[src/core/rpc_pkg.sv]
// Package: register map, field positions and timing constants of the regulator control block
package rpc_pkg;

  // ****************************************
  // Register map
  // ****************************************
  localparam logic [11:0] REG_CTRL_OFS = 12'h000;
  localparam logic [11:0] REG_STAT_OFS = 12'h004;
  localparam logic [7:0] CTRL_RESET = 8'h00;
  localparam logic [7:0] CTRL_WMASK = 8'hdb;

  // ****************************************
  // Field positions of regulator_control
  // ****************************************
  localparam int BIT_MAIN_DISABLE = 7;
  localparam int BIT_VBUS_STATUS = 6;
  localparam int BIT_RSVD_HI = 5;
  localparam int BIT_MAIN_LOWPOWER = 4;
  localparam int BIT_STOP_SHUTDOWN = 3;
  localparam int BIT_RSVD_LO = 2;
  localparam int BIT_CORE_LOWPOWER = 1;
  localparam int BIT_MPC_EN = 0;

  // ****************************************
  // Timing
  // ****************************************
  localparam int WAKE_SKIP_CLOCKS = 20;
  localparam int MPC_MAX_FREQ_KHZ = 2000;
  localparam int PCLK_FREQ_KHZ = 20000;

  // Memory power sequencer states
  typedef enum logic [1:0] {
    RPC_MEM_ON = 2'b00,
    RPC_MEM_OFF = 2'b01,
    RPC_MEM_WAKE = 2'b10
  } rpc_mem_state_t;

endpackage

[src/core/rpc_mem_power.sv]
// Program memory power gating sequencer
`timescale 1ns/10ps
module rpc_mem_power #(
  parameter int SKIP_CLOCKS = rpc_pkg::WAKE_SKIP_CLOCKS
) (
  // Clock and reset
  input wire logic pclk,
  input wire logic presetn,
  // Control
  input wire logic gate_en,
  input wire logic fetch_req,
  input wire logic fast_clk,
  // Status
  output logic mem_power_on,
  output logic fetch_stall
);

  rpc_pkg::rpc_mem_state_t state_r;
  logic [4:0] cnt_r;
  logic fast_seen_r;

  always_ff @(posedge pclk or negedge presetn)
  begin
    if (!presetn)
      fast_seen_r <= 1'b0;
    else
      fast_seen_r <= fast_clk;
  end

  always_ff @(posedge pclk or negedge presetn)
  begin
    if (!presetn)
    begin
      state_r <= rpc_pkg::RPC_MEM_ON;
      cnt_r <= 5'h00;
    end
    else
    begin
      case (state_r)
        rpc_pkg::RPC_MEM_ON:
        begin
          if (gate_en && !fetch_req)
            state_r <= rpc_pkg::RPC_MEM_OFF;
        end
        rpc_pkg::RPC_MEM_OFF:
        begin
          if (!gate_en)
            state_r <= rpc_pkg::RPC_MEM_ON;
          else if (fetch_req && fast_clk && !fast_seen_r)
          begin
            // Clock just sped up: wait for memory supply to settle
            state_r <= rpc_pkg::RPC_MEM_WAKE;
            cnt_r <= 5'(SKIP_CLOCKS - 1);
          end
          else if (fetch_req)
            state_r <= rpc_pkg::RPC_MEM_ON;
        end
        rpc_pkg::RPC_MEM_WAKE:
        begin
          if (cnt_r == 5'h00)
            state_r <= rpc_pkg::RPC_MEM_ON;
          else
            cnt_r <= cnt_r - 5'h01;
        end
        default:
          state_r <= rpc_pkg::RPC_MEM_ON;
      endcase
    end
  end

  always_ff @(posedge pclk or negedge presetn)
  begin
    if (!presetn)
    begin
      mem_power_on <= 1'b1;
      fetch_stall <= 1'b0;
    end
    else
    begin
      mem_power_on <= !(state_r == rpc_pkg::RPC_MEM_OFF && !fetch_req && gate_en);
      fetch_stall <= (state_r == rpc_pkg::RPC_MEM_WAKE) ||
                     (state_r == rpc_pkg::RPC_MEM_OFF && fetch_req);
    end
  end

endmodule // rpc_mem_power

[src/core/rpc_regulator_ctrl.sv]
// Regulator power control block with APB register slave
//
// Contract
// - main_reg_lowpower set puts main regulator suspend
// - stop_reg_shutdown clear keeps core regulator, all resets
// - stop_reg_shutdown set: core off, pin reset only
// - core_reg_lowpower set puts core regulator low-power
// - gated program memory off when no fetch
// - prefetch enabled overrides memory power gating
// - gating disabled keeps program memory always powered
// - slow-to-fast clock change skips up to twenty clocks
// - main_reg_disable one disables main regulator
//
// The APB slave port and the placing of the registers were decided locally.
`timescale 1ns/10ps
module rpc_regulator_ctrl #(
  parameter int SKIP_CLOCKS = rpc_pkg::WAKE_SKIP_CLOCKS
) (
  // Clock and reset
  input wire logic pclk,
  input wire logic presetn,
  // APB slave
  input wire logic psel,
  input wire logic penable,
  input wire logic pwrite,
  input wire logic [11:0] paddr,
  input wire logic [31:0] pwdata,
  output logic [31:0] prdata,
  output logic pready,
  output logic pslverr,
  // System status
  input wire logic vbus_present,
  input wire logic stop_mode,
  input wire logic prefetch_en,
  input wire logic fetch_req,
  input wire logic fast_clk,
  // Reset source requests
  input wire logic pin_reset_req,
  input wire logic other_reset_req,
  // Regulator controls
  output logic main_reg_enable,
  output logic main_reg_suspend,
  output logic core_reg_on,
  output logic core_reg_lowpower_mode,
  output logic sys_reset_req,
  // Program memory power
  output logic mem_power_on,
  output logic fetch_stall
);

  // ****************************************
  // Register file
  // ****************************************
  logic [7:0] ctrl_r;
  logic vbus_r;
  logic core_shut_r;
  logic [1:0] stat_r;
  logic setup;
  logic hit_ctrl;
  logic hit_stat;
  logic wr_ctrl;
  logic [31:0] rdata_nxt;

  // ****************************************
  // Bus decode
  // ****************************************
  // Full compare: an alias would hide a firmware addressing slip
  function automatic logic addr_is(input logic [11:0] a, input logic [11:0] ofs);
    addr_is = (a == ofs);
  endfunction

  assign setup = psel && !penable;
  assign hit_ctrl = addr_is(paddr, rpc_pkg::REG_CTRL_OFS);
  assign hit_stat = addr_is(paddr, rpc_pkg::REG_STAT_OFS);
  // Access phase is always one cycle long, so penable alone marks the landing edge
  assign wr_ctrl = psel && penable && pwrite && hit_ctrl;

  // Supply flag registered once; it only feeds the read path
  always_ff @(posedge pclk or negedge presetn)
  begin
    if (!presetn)
      vbus_r <= 1'b0;
    else
      vbus_r <= vbus_present;
  end

  // Bit 6 stores writes but nothing uses the stored value: reads show the registered supply flag vbus_r
  // Reserved bits store as zero regardless of firmware writes
  always_ff @(posedge pclk or negedge presetn)
  begin
    if (!presetn)
      ctrl_r <= rpc_pkg::CTRL_RESET;
    else if (wr_ctrl)
      ctrl_r <= pwdata[7:0] & rpc_pkg::CTRL_WMASK;
  end

  // Read word built during setup so that prdata stands with pready
  always_comb
  begin
    rdata_nxt = 32'h0000_0000;
    if (setup && !pwrite)
    begin
      if (hit_ctrl)
        rdata_nxt = {24'h00_0000, ctrl_r[7], vbus_r, ctrl_r[5:0]};
      else if (hit_stat)
        rdata_nxt = {30'h0000_0000, stat_r};
    end
  end

  // No wait state: answer on the first access cycle
  // Unmapped reads return zero with pslverr; unmapped writes change nothing
  always_ff @(posedge pclk or negedge presetn)
  begin
    if (!presetn)
    begin
      pready <= 1'b0;
      pslverr <= 1'b0;
      prdata <= 32'h0000_0000;
    end
    else
    begin
      pready <= setup;
      pslverr <= setup && !(hit_ctrl || hit_stat);
      prdata <= rdata_nxt;
    end
  end

  // ****************************************
  // Regulator controls
  // ****************************************
  always_ff @(posedge pclk or negedge presetn)
  begin
    if (!presetn)
    begin
      main_reg_enable <= 1'b1;
      main_reg_suspend <= 1'b0;
      core_reg_lowpower_mode <= 1'b0;
    end
    else
    begin
      // Registered so a bus write never glitches a regulator control
      main_reg_enable <= !ctrl_r[rpc_pkg::BIT_MAIN_DISABLE];
      main_reg_suspend <= ctrl_r[rpc_pkg::BIT_MAIN_LOWPOWER];
      // Not guarded against a disabled main regulator; firmware must avoid it
      core_reg_lowpower_mode <= ctrl_r[rpc_pkg::BIT_CORE_LOWPOWER];
    end
  end

  // ****************************************
  // Stop mode and reset sources
  // ****************************************
  logic core_off_w;
  logic soft_reset_ok_w;

  // Shutdown latched during stop, so a later write cannot revive it
  always_ff @(posedge pclk or negedge presetn)
  begin
    if (!presetn)
      core_shut_r <= 1'b0;
    else if (!stop_mode)
      core_shut_r <= 1'b0;
    else if (ctrl_r[rpc_pkg::BIT_STOP_SHUTDOWN])
      core_shut_r <= 1'b1;
  end

  // Regulator drops on the stop cycle itself, before the latch catches up
  assign core_off_w = core_shut_r || (stop_mode && ctrl_r[rpc_pkg::BIT_STOP_SHUTDOWN]);
  // Only the pin reaches the core from the cycle after its supply is gone
  assign soft_reset_ok_w = !core_shut_r;

  always_ff @(posedge pclk or negedge presetn)
  begin
    if (!presetn)
    begin
      core_reg_on <= 1'b1;
      sys_reset_req <= 1'b0;
    end
    else
    begin
      core_reg_on <= !core_off_w;
      sys_reset_req <= pin_reset_req || (other_reset_req && soft_reset_ok_w);
    end
  end

  // ****************************************
  // Program memory power
  // ****************************************
  logic gate_en;
  logic mem_on_w;
  logic stall_w;

  // Prefetch engine owns the fetch timing, so gating is forced off
  assign gate_en = ctrl_r[rpc_pkg::BIT_MPC_EN] && !prefetch_en;

  // Sequencer outputs are its own registers, so the pins stay flop-driven
  rpc_mem_power #(
    .SKIP_CLOCKS(SKIP_CLOCKS)
  ) u_mem_power (
    .pclk(pclk),
    .presetn(presetn),
    .gate_en(gate_en),
    .fetch_req(fetch_req),
    .fast_clk(fast_clk),
    .mem_power_on(mem_on_w),
    .fetch_stall(stall_w)
  );

  assign mem_power_on = mem_on_w;
  assign fetch_stall = stall_w;

  // ****************************************
  // Status
  // ****************************************
  // Snapshot one cycle behind its sources; read-only over the bus
  always_ff @(posedge pclk or negedge presetn)
  begin
    if (!presetn)
      stat_r <= 2'b00;
    else
      stat_r <= {core_shut_r, mem_on_w};
  end

endmodule // rpc_regulator_ctrl

[config.mk]
export PLATFORM = sky130hd
export DESIGN_NAME = rpc_regulator_ctrl
export DESIGN_NICKNAME = d
export VERILOG_FILES = /design/src/core/rpc_pkg.sv /design/src/core/rpc_mem_power.sv /design/src/core/rpc_regulator_ctrl.sv
export SDC_FILE = /design/constraint.sdc
export NUM_CORES = 1
export LEC_CHECK = 0
export CORE_MARGIN = 5
export CORE_UTILIZATION = 55
export DETAILED_ROUTE_END_ITERATION = 7
export DONT_BUFFER_PORTS = 1
export GPL_TIMING_DRIVEN = 0
export PLACE_DENSITY = 0.77
export SYNTH_ARGS = -nofsm -noshare
export SYNTH_HDL_FRONTEND = slang
export SYNTH_SLANG_ARGS = --single-unit
export TNS_END_PERCENT = 100
[constraint.sdc]
create_clock -name pclk -period 1.5 [get_ports pclk]
set_input_delay 0.225 -clock pclk [delete_from_list [all_inputs] [get_ports pclk]]
set_output_delay 0.225 -clock pclk [all_outputs]
set_load 0.01 [all_outputs]
==> metrics, run 1 <==
status=finished, final reports clean; Crit Path Max Fanout=4; Post-DP HPWL=slightly below 2000 um; initial core utilization=about three fifths; commonest non-fill, non-tap cell in the layout=buf_4; WL/cell=14.1 um; Die Span Y=61.5 um; min-delay src=other_reset_req; Pre-antenna DRT Iters=4; critical path's largest stage delay=380 ps; initial antenna violation count=0; layout cell share with drive strength beyond 1=39.4%; Arr. time, crit path=1660 ps; Inst Count DP=roughly 170; vias per cell=4.75; worst-path cell chain=inv_1 -> ha_4 -> nor4b_4 -> o22ai_2 -> mux2_2; CTS clock-pin slew for the worst setup and hold paths=100 ps; first-pass GRT wire length=4040 um; total power draw=about 1.7 mW; kind of start point of the critical path=flop; mapped cell area=around 0.0015 mm2; yosys warns=0; P_int=1.29 mW; fmax=695 MHz; Placed Area=0.00160 mm2; Seq cells post-synth=32; Die W=61.5 um; highest-delay cell along the critical path=dfrtp_1; CTS Buffer Depth=2; DP Worst Slack=-244 ps; Starting DRT DRC Count=20; gpl congestion=0.770; setup TNS=0 ps; PwrDens=896 mW/mm2; Cells after Synth=approximately 120; DRC=0; # diodes=0; WL met3=316 um; Post-Syn Area per Cell=12.5 um2; Nets=221; reg-to-reg endpoint=u_mem_power.cnt_r[1]; pin count of the biggest net entering global routing=33; CP endpoint kind=flop; FF-to-FF path depth=5; Die Area=0.00379 mm2; static leakage power=0.926 nW; Hold Crit Class=in2reg; synth unique cells=35; via count=~900; final core utilization=74.2%; final WL=~2800 um; synth-to-layout area growth=27.0%; final setup margin=between 60 and 70 ps; CTS sink count=32; Skew-Pair Late Insertion Delay=320 ps; Hold Path End=sys_reset_req; Core Region=0.00250 mm2; Comb pwr share=8.7%; # port buffers=0; gr ovfl total=0; hold depth=1; Hold Slack=21.6 ps; Seq pwr share=52.6%; H-Tree Depth=2; Tmin final=1440 ps; total CTS buffers=5; ys flop type=dfrtp_1; Clock power frac=38.8%; cell row count=18; Final ANT Viol Nets=0; Sw Share=22.4%; fin area=approximately 0.0019 mm2; all-layer global routing usage=15.1%; Final Hold Vio Count=0; max cap viols=0; Slew Limit Fails=0; vias in the first global route=a little over 900; critical path type=reg2reg; flop-to-flop setup slack=60 ps; Root Buffer=clkbuf_4; sequential-to-total area share from yosys stat=around 55%; Post-synth ARST share=100%; Setup Skew=roughly 5.5 ps; final period utilization=96.0%; Top Layer Used=met4; Worst Path Required=1720 ps; # IOs=97; setup violators final=0; metal2 WL=1430 um; most frequent cells in the layout=buf_4, dfrtp_1, conb_1; met1 WL=roughly 970 um; RR Startpoint=u_mem_power.cnt_r[1]; worst-case vdd ir drop=approximately 0.0007 V; Post-Layout Cell Count=a little under 200; TritonCTS clock tree=built; count of flip-flops with a built-in enable after synthesis=0; unrepaired setup endpoints after global routing=no; net switching power=between 300 and 400 uW
-- area by class of cell --
class,count,area [um2]
clock inverters,3,42.5
inverters,5,18.8
well taps,30,37.5
clock buffers,5,37.5
fillers,180,644
plain buffers,28,210
flip-flops and latches,32,805
repair buffers,15,145
multi-input cells,77,559
-- registers in the layout, indices dropped and copies added, names as in the netlist --
name                      count
prdata                        6
ctrl_r                        5
u_mem_power.cnt_r             5
stat_r                        2
u_mem_power.state_r           2
core_reg_lowpower_mode        1
core_reg_on                   1
core_shut_r                   1
main_reg_enable               1
main_reg_suspend              1
pready                        1
pslverr                       1
sys_reset_req                 1
u_mem_power.fast_seen_r       1
u_mem_power.fetch_stall       1
u_mem_power.mem_power_on      1
vbus_r                        1
-- metal layers --
| metal | up-vias | GRT usage [%] |
|---|---|---|
| li1 | 442 | - |
| met1 | 427 | 15.3 |
| met2 | 53 | 26.8 |
| met3 | 5 | 5.87 |
| met4 | 0 | 7.27 |
| met5 | - | 0 |
-- synthesized netlist by cell type, drive strengths merged, types with 2 or more instances --
master | count | area, um2
dfrtp | 29 | 726
buf | 27 | 206
mux2 | 7 | 78.8
nand2 | 6 | 22.5
inv | 5 | 18.8
dfstp | 3 | 78.8
nor2 | 3 | 11.3
nor3b | 3 | 37.5
or4 | 3 | 30.0
mux2i | 2 | 20.0
nand2b | 2 | 12.5
nand3b | 2 | 15.0
nor2b | 2 | 12.5
nor3 | 2 | 15.0
nor4b | 2 | 17.5
o31ai | 2 | 15.0
or3 | 2 | 12.5
-- what timing repair did --
item                                    4_1_cts  5_1_grt
buffers inserted                              2        4
endpoints found under the setup margin        3        2
gates resized for setup                       2        3
hold endpoints to repair                     39        0
pin swaps                                     1        1
hold buffers                                  9        0
-- worst max-delay path: cells and delay by family (launching register included) --
family          cells  cell delay (ps)
fa+ha+maj           1              160
buf+inv             1               80
flops               1              380
mux                 1              370
simple gates        1              130
compound gates      1              210
-- worst max path at each step --
stage,from,to,slack [ps],cells after the start
floorplan,paddr[10],ctrl_r[0],-150,3
finish,u_mem_power.cnt_r[1],u_mem_power.cnt_r[1],60,5
global route,u_mem_power.cnt_r[0],u_mem_power.cnt_r[1],3,5
detailed placement,paddr[10],ctrl_r[1],-240,3
CTS,u_mem_power.cnt_r[1],u_mem_power.cnt_r[1],30,5
global placement,paddr[10],ctrl_r[3],-250,3
-- power groups by stage --
stage          logic [mW]  clock network [mW]  registers (mW)
2_1_floorplan      0.0974                   0           0.891
3_3_place_gp       0.0991                   0           0.891
3_5_place_dp       0.0999                   0           0.891
4_1_cts             0.140               0.660           0.874
5_1_grt             0.160               0.702           0.876
6_report            0.144               0.645           0.874
-- logic make-up (layout without fill, tap and decap cells) --
| group | after synthesis | in the layout | share of synthesized area [%] |
|---|---|---|---|
| AOI/OAI and AO/OA | 10 | 10 | 5.22 |
| buffers and inverters | 33 | 56 | 15.7 |
| adders and majority gates | 1 | 1 | 0.856 |
| other | 1 | 26 | 0.257 |
| DFF | 32 | 32 | 55.1 |
| muxes | 9 | 9 | 6.76 |
| and+or+nand+nor | 31 | 31 | 16.2 |
No activity file was read; power rests on OpenSTA's default activity.
==> inputs of run 2 (changes only) <==
Settings changed: MAX_ROUTING_LAYER set to met4.
==> metrics, run 2 (synthesis gave the netlist of run 1 again) <==
most frequent cells in the layout=buf_4, dfrtp_1, conb_1; reg-to-reg endpoint=u_mem_power.cnt_r[1]; Placed Area=0.00160 mm2; status=finished, final reports clean; gr ovfl total=0; Crit Path Max Fanout=4; Inst Count DP=172; highest-delay cell along the critical path=dfrtp_1; Die W=61.5 um; cell depth of the worst setup path=5; Skew-Pair Late Insertion Delay=roughly 320 ps; max FFs per register=6; critical path type=reg2reg; Worst Path Required=1720 ps; Post-DP HPWL=1950 um; DRC=0; Tmin final=1440 ps; layout cell share with drive strength beyond 1=39.4%; fin area=about 0.0019 mm2; all-layer global routing usage=between 10% and 20%; flop-to-flop setup slack=60 ps; RR Startpoint=u_mem_power.cnt_r[1]; commonest non-fill, non-tap cell in the layout=buf_4; Pre-antenna DRT Iters=4; Nets=221; Filler Cells Inserted=180; setup violators final=0; final period utilization=96.0%; Crit path max-delay family=flip-flops; Final ANT Viol Nets=0; cell row count=18; PwrDens=896 mW/mm2; CP endpoint kind=flop; DP Worst Slack=-244 ps; top flop regs=prdata (6), ctrl_r (5), u_mem_power.cnt_r (5); Largest Register=prdata; initial core utilization=approximately 58%; critical path's largest stage delay=~380 ps; Root Buffer=clkbuf_4; FF-to-FF path depth=5; H-Tree Depth=2; initial antenna violation count=0; unrepaired setup endpoints after global routing=no; buffers plus inverters on the worst setup path=1; total CTS buffers=5; kind of start point of the critical path=flop; Setup crit end=u_mem_power.cnt_r[1]; final setup margin=60.1 ps; Slew Limit Fails=0; gpl congestion=between 0.7 and 0.8; final core utilization=between 70% and 80%; Starting DRT DRC Count=20; vias per cell=4.75; Setup Skew=approximately 5.5 ps; # diodes=0; final WL=around 2800 um; via count=927; Post-Layout Cell Count=195; worst-case vdd ir drop=0.000699 V; pin count of the biggest net entering global routing=33; CP startpoint=u_mem_power.cnt_r[1]; fmax=695 MHz; # IOs=97; Core Region=0.00250 mm2; min-delay src=other_reset_req; Arr. time, crit path=1660 ps; total power draw=1.66 mW; vias in the first global route=about 920; static leakage power=0.926 nW; first-pass GRT wire length=4040 um; Die Span Y=roughly 60 um; CTS Buffer Depth=2; CTS clock-pin slew for the worst setup and hold paths=around 100 ps; Final Hold Vio Count=0; max cap viols=0; WL/cell=14.1 um; synth-to-layout area growth=27.0%; Die Area=0.00379 mm2; CTS sink count=32; TritonCTS clock tree=built; worst-path cell chain=inv_1 -> ha_4 -> nor4b_4 -> o22ai_2 -> mux2_2; Hold Crit Class=in2reg; # port buffers=0
-- run 2: cell counts in the layout (fill, tap and decap cells not counted) --
No cell type changed its count.
-- run 2: how the worst min path moves through the flow --
stage                             endpoint  slack (ps)  cells after the start
floorplan           core_reg_lowpower_mode         -70                      0
global placement          main_reg_suspend         -70                      0
detailed placement               prdata[7]         -70                      0
CTS                          sys_reset_req          10                      1
global route                     ctrl_r[4]          10                      1
finish                       sys_reset_req          20                      1
-- run 2: metal layers --
metal | vias up | GRT usage, % | routed length, um
met5 | - | - | 0
met1 | 427 | 15.4 | 974
met3 | 5 | 5.66 | 310
met4 | 0 | 7.27 | 39
met2 | 53 | 26.8 | 1430
li1 | 442 | - | -
-- run 2: metrics by stage --
| step | setup TNS (ps) | hold slack [ps] |
|---|---|---|
| after detailed placement | -2150 | -69.8 |
| after global routing | 0 | 10.7 |
| after floorplan | -1230 | -70.6 |
| after CTS | 0 | 10.1 |
| final | 0 | 21.6 |
| after global placement | -1990 | -69.9 |
-- run 2: power breakdown --
part / leakage [nW] / switching (mW) / total (mW) / internal [mW]
sequential: 0.421 / 0.00446 / 0.874 / 0.870
clock: 0.0412 / 0.298 / 0.645 / 0.347
combinational: 0.463 / 0.0702 / 0.144 / 0.0740
total: 0.926 / 0.372 / 1.66 / 1.29
-- run 2: cell type report --
type                       count  area (um2)  share of cell area (%)
clock inverter                 3        42.5                    2.29
sequential                    32         805                    43.4
inverter                       5        18.8                    1.01
multi-input combinational     77         559                    30.1
tap                           30        37.5                    2.02
buffer                        28         210                    11.3
clock buffer                   5        37.5                    2.02
timing repair buffer          15         145                    7.82
-- run 2: worst register-to-register path: cells and delay by family, from the launching register on --
family	cells	cell delay [ps]
flops	1	380
mux	1	370
compound gates	1	210
fa+ha+maj	1	160
simple gates	1	130
buf+inv	1	80
-- run 2: repair_timing --
| item | CTS | global route |
|---|---|---|
| resized for setup | 2 | 3 |
| hold endpoints to repair | 39 | 0 |
| pin swaps | 1 | 1 |
| setup buffers | 2 | 4 |
| hold buffers | 9 | 0 |
| endpoints found under the setup margin | 3 | 2 |
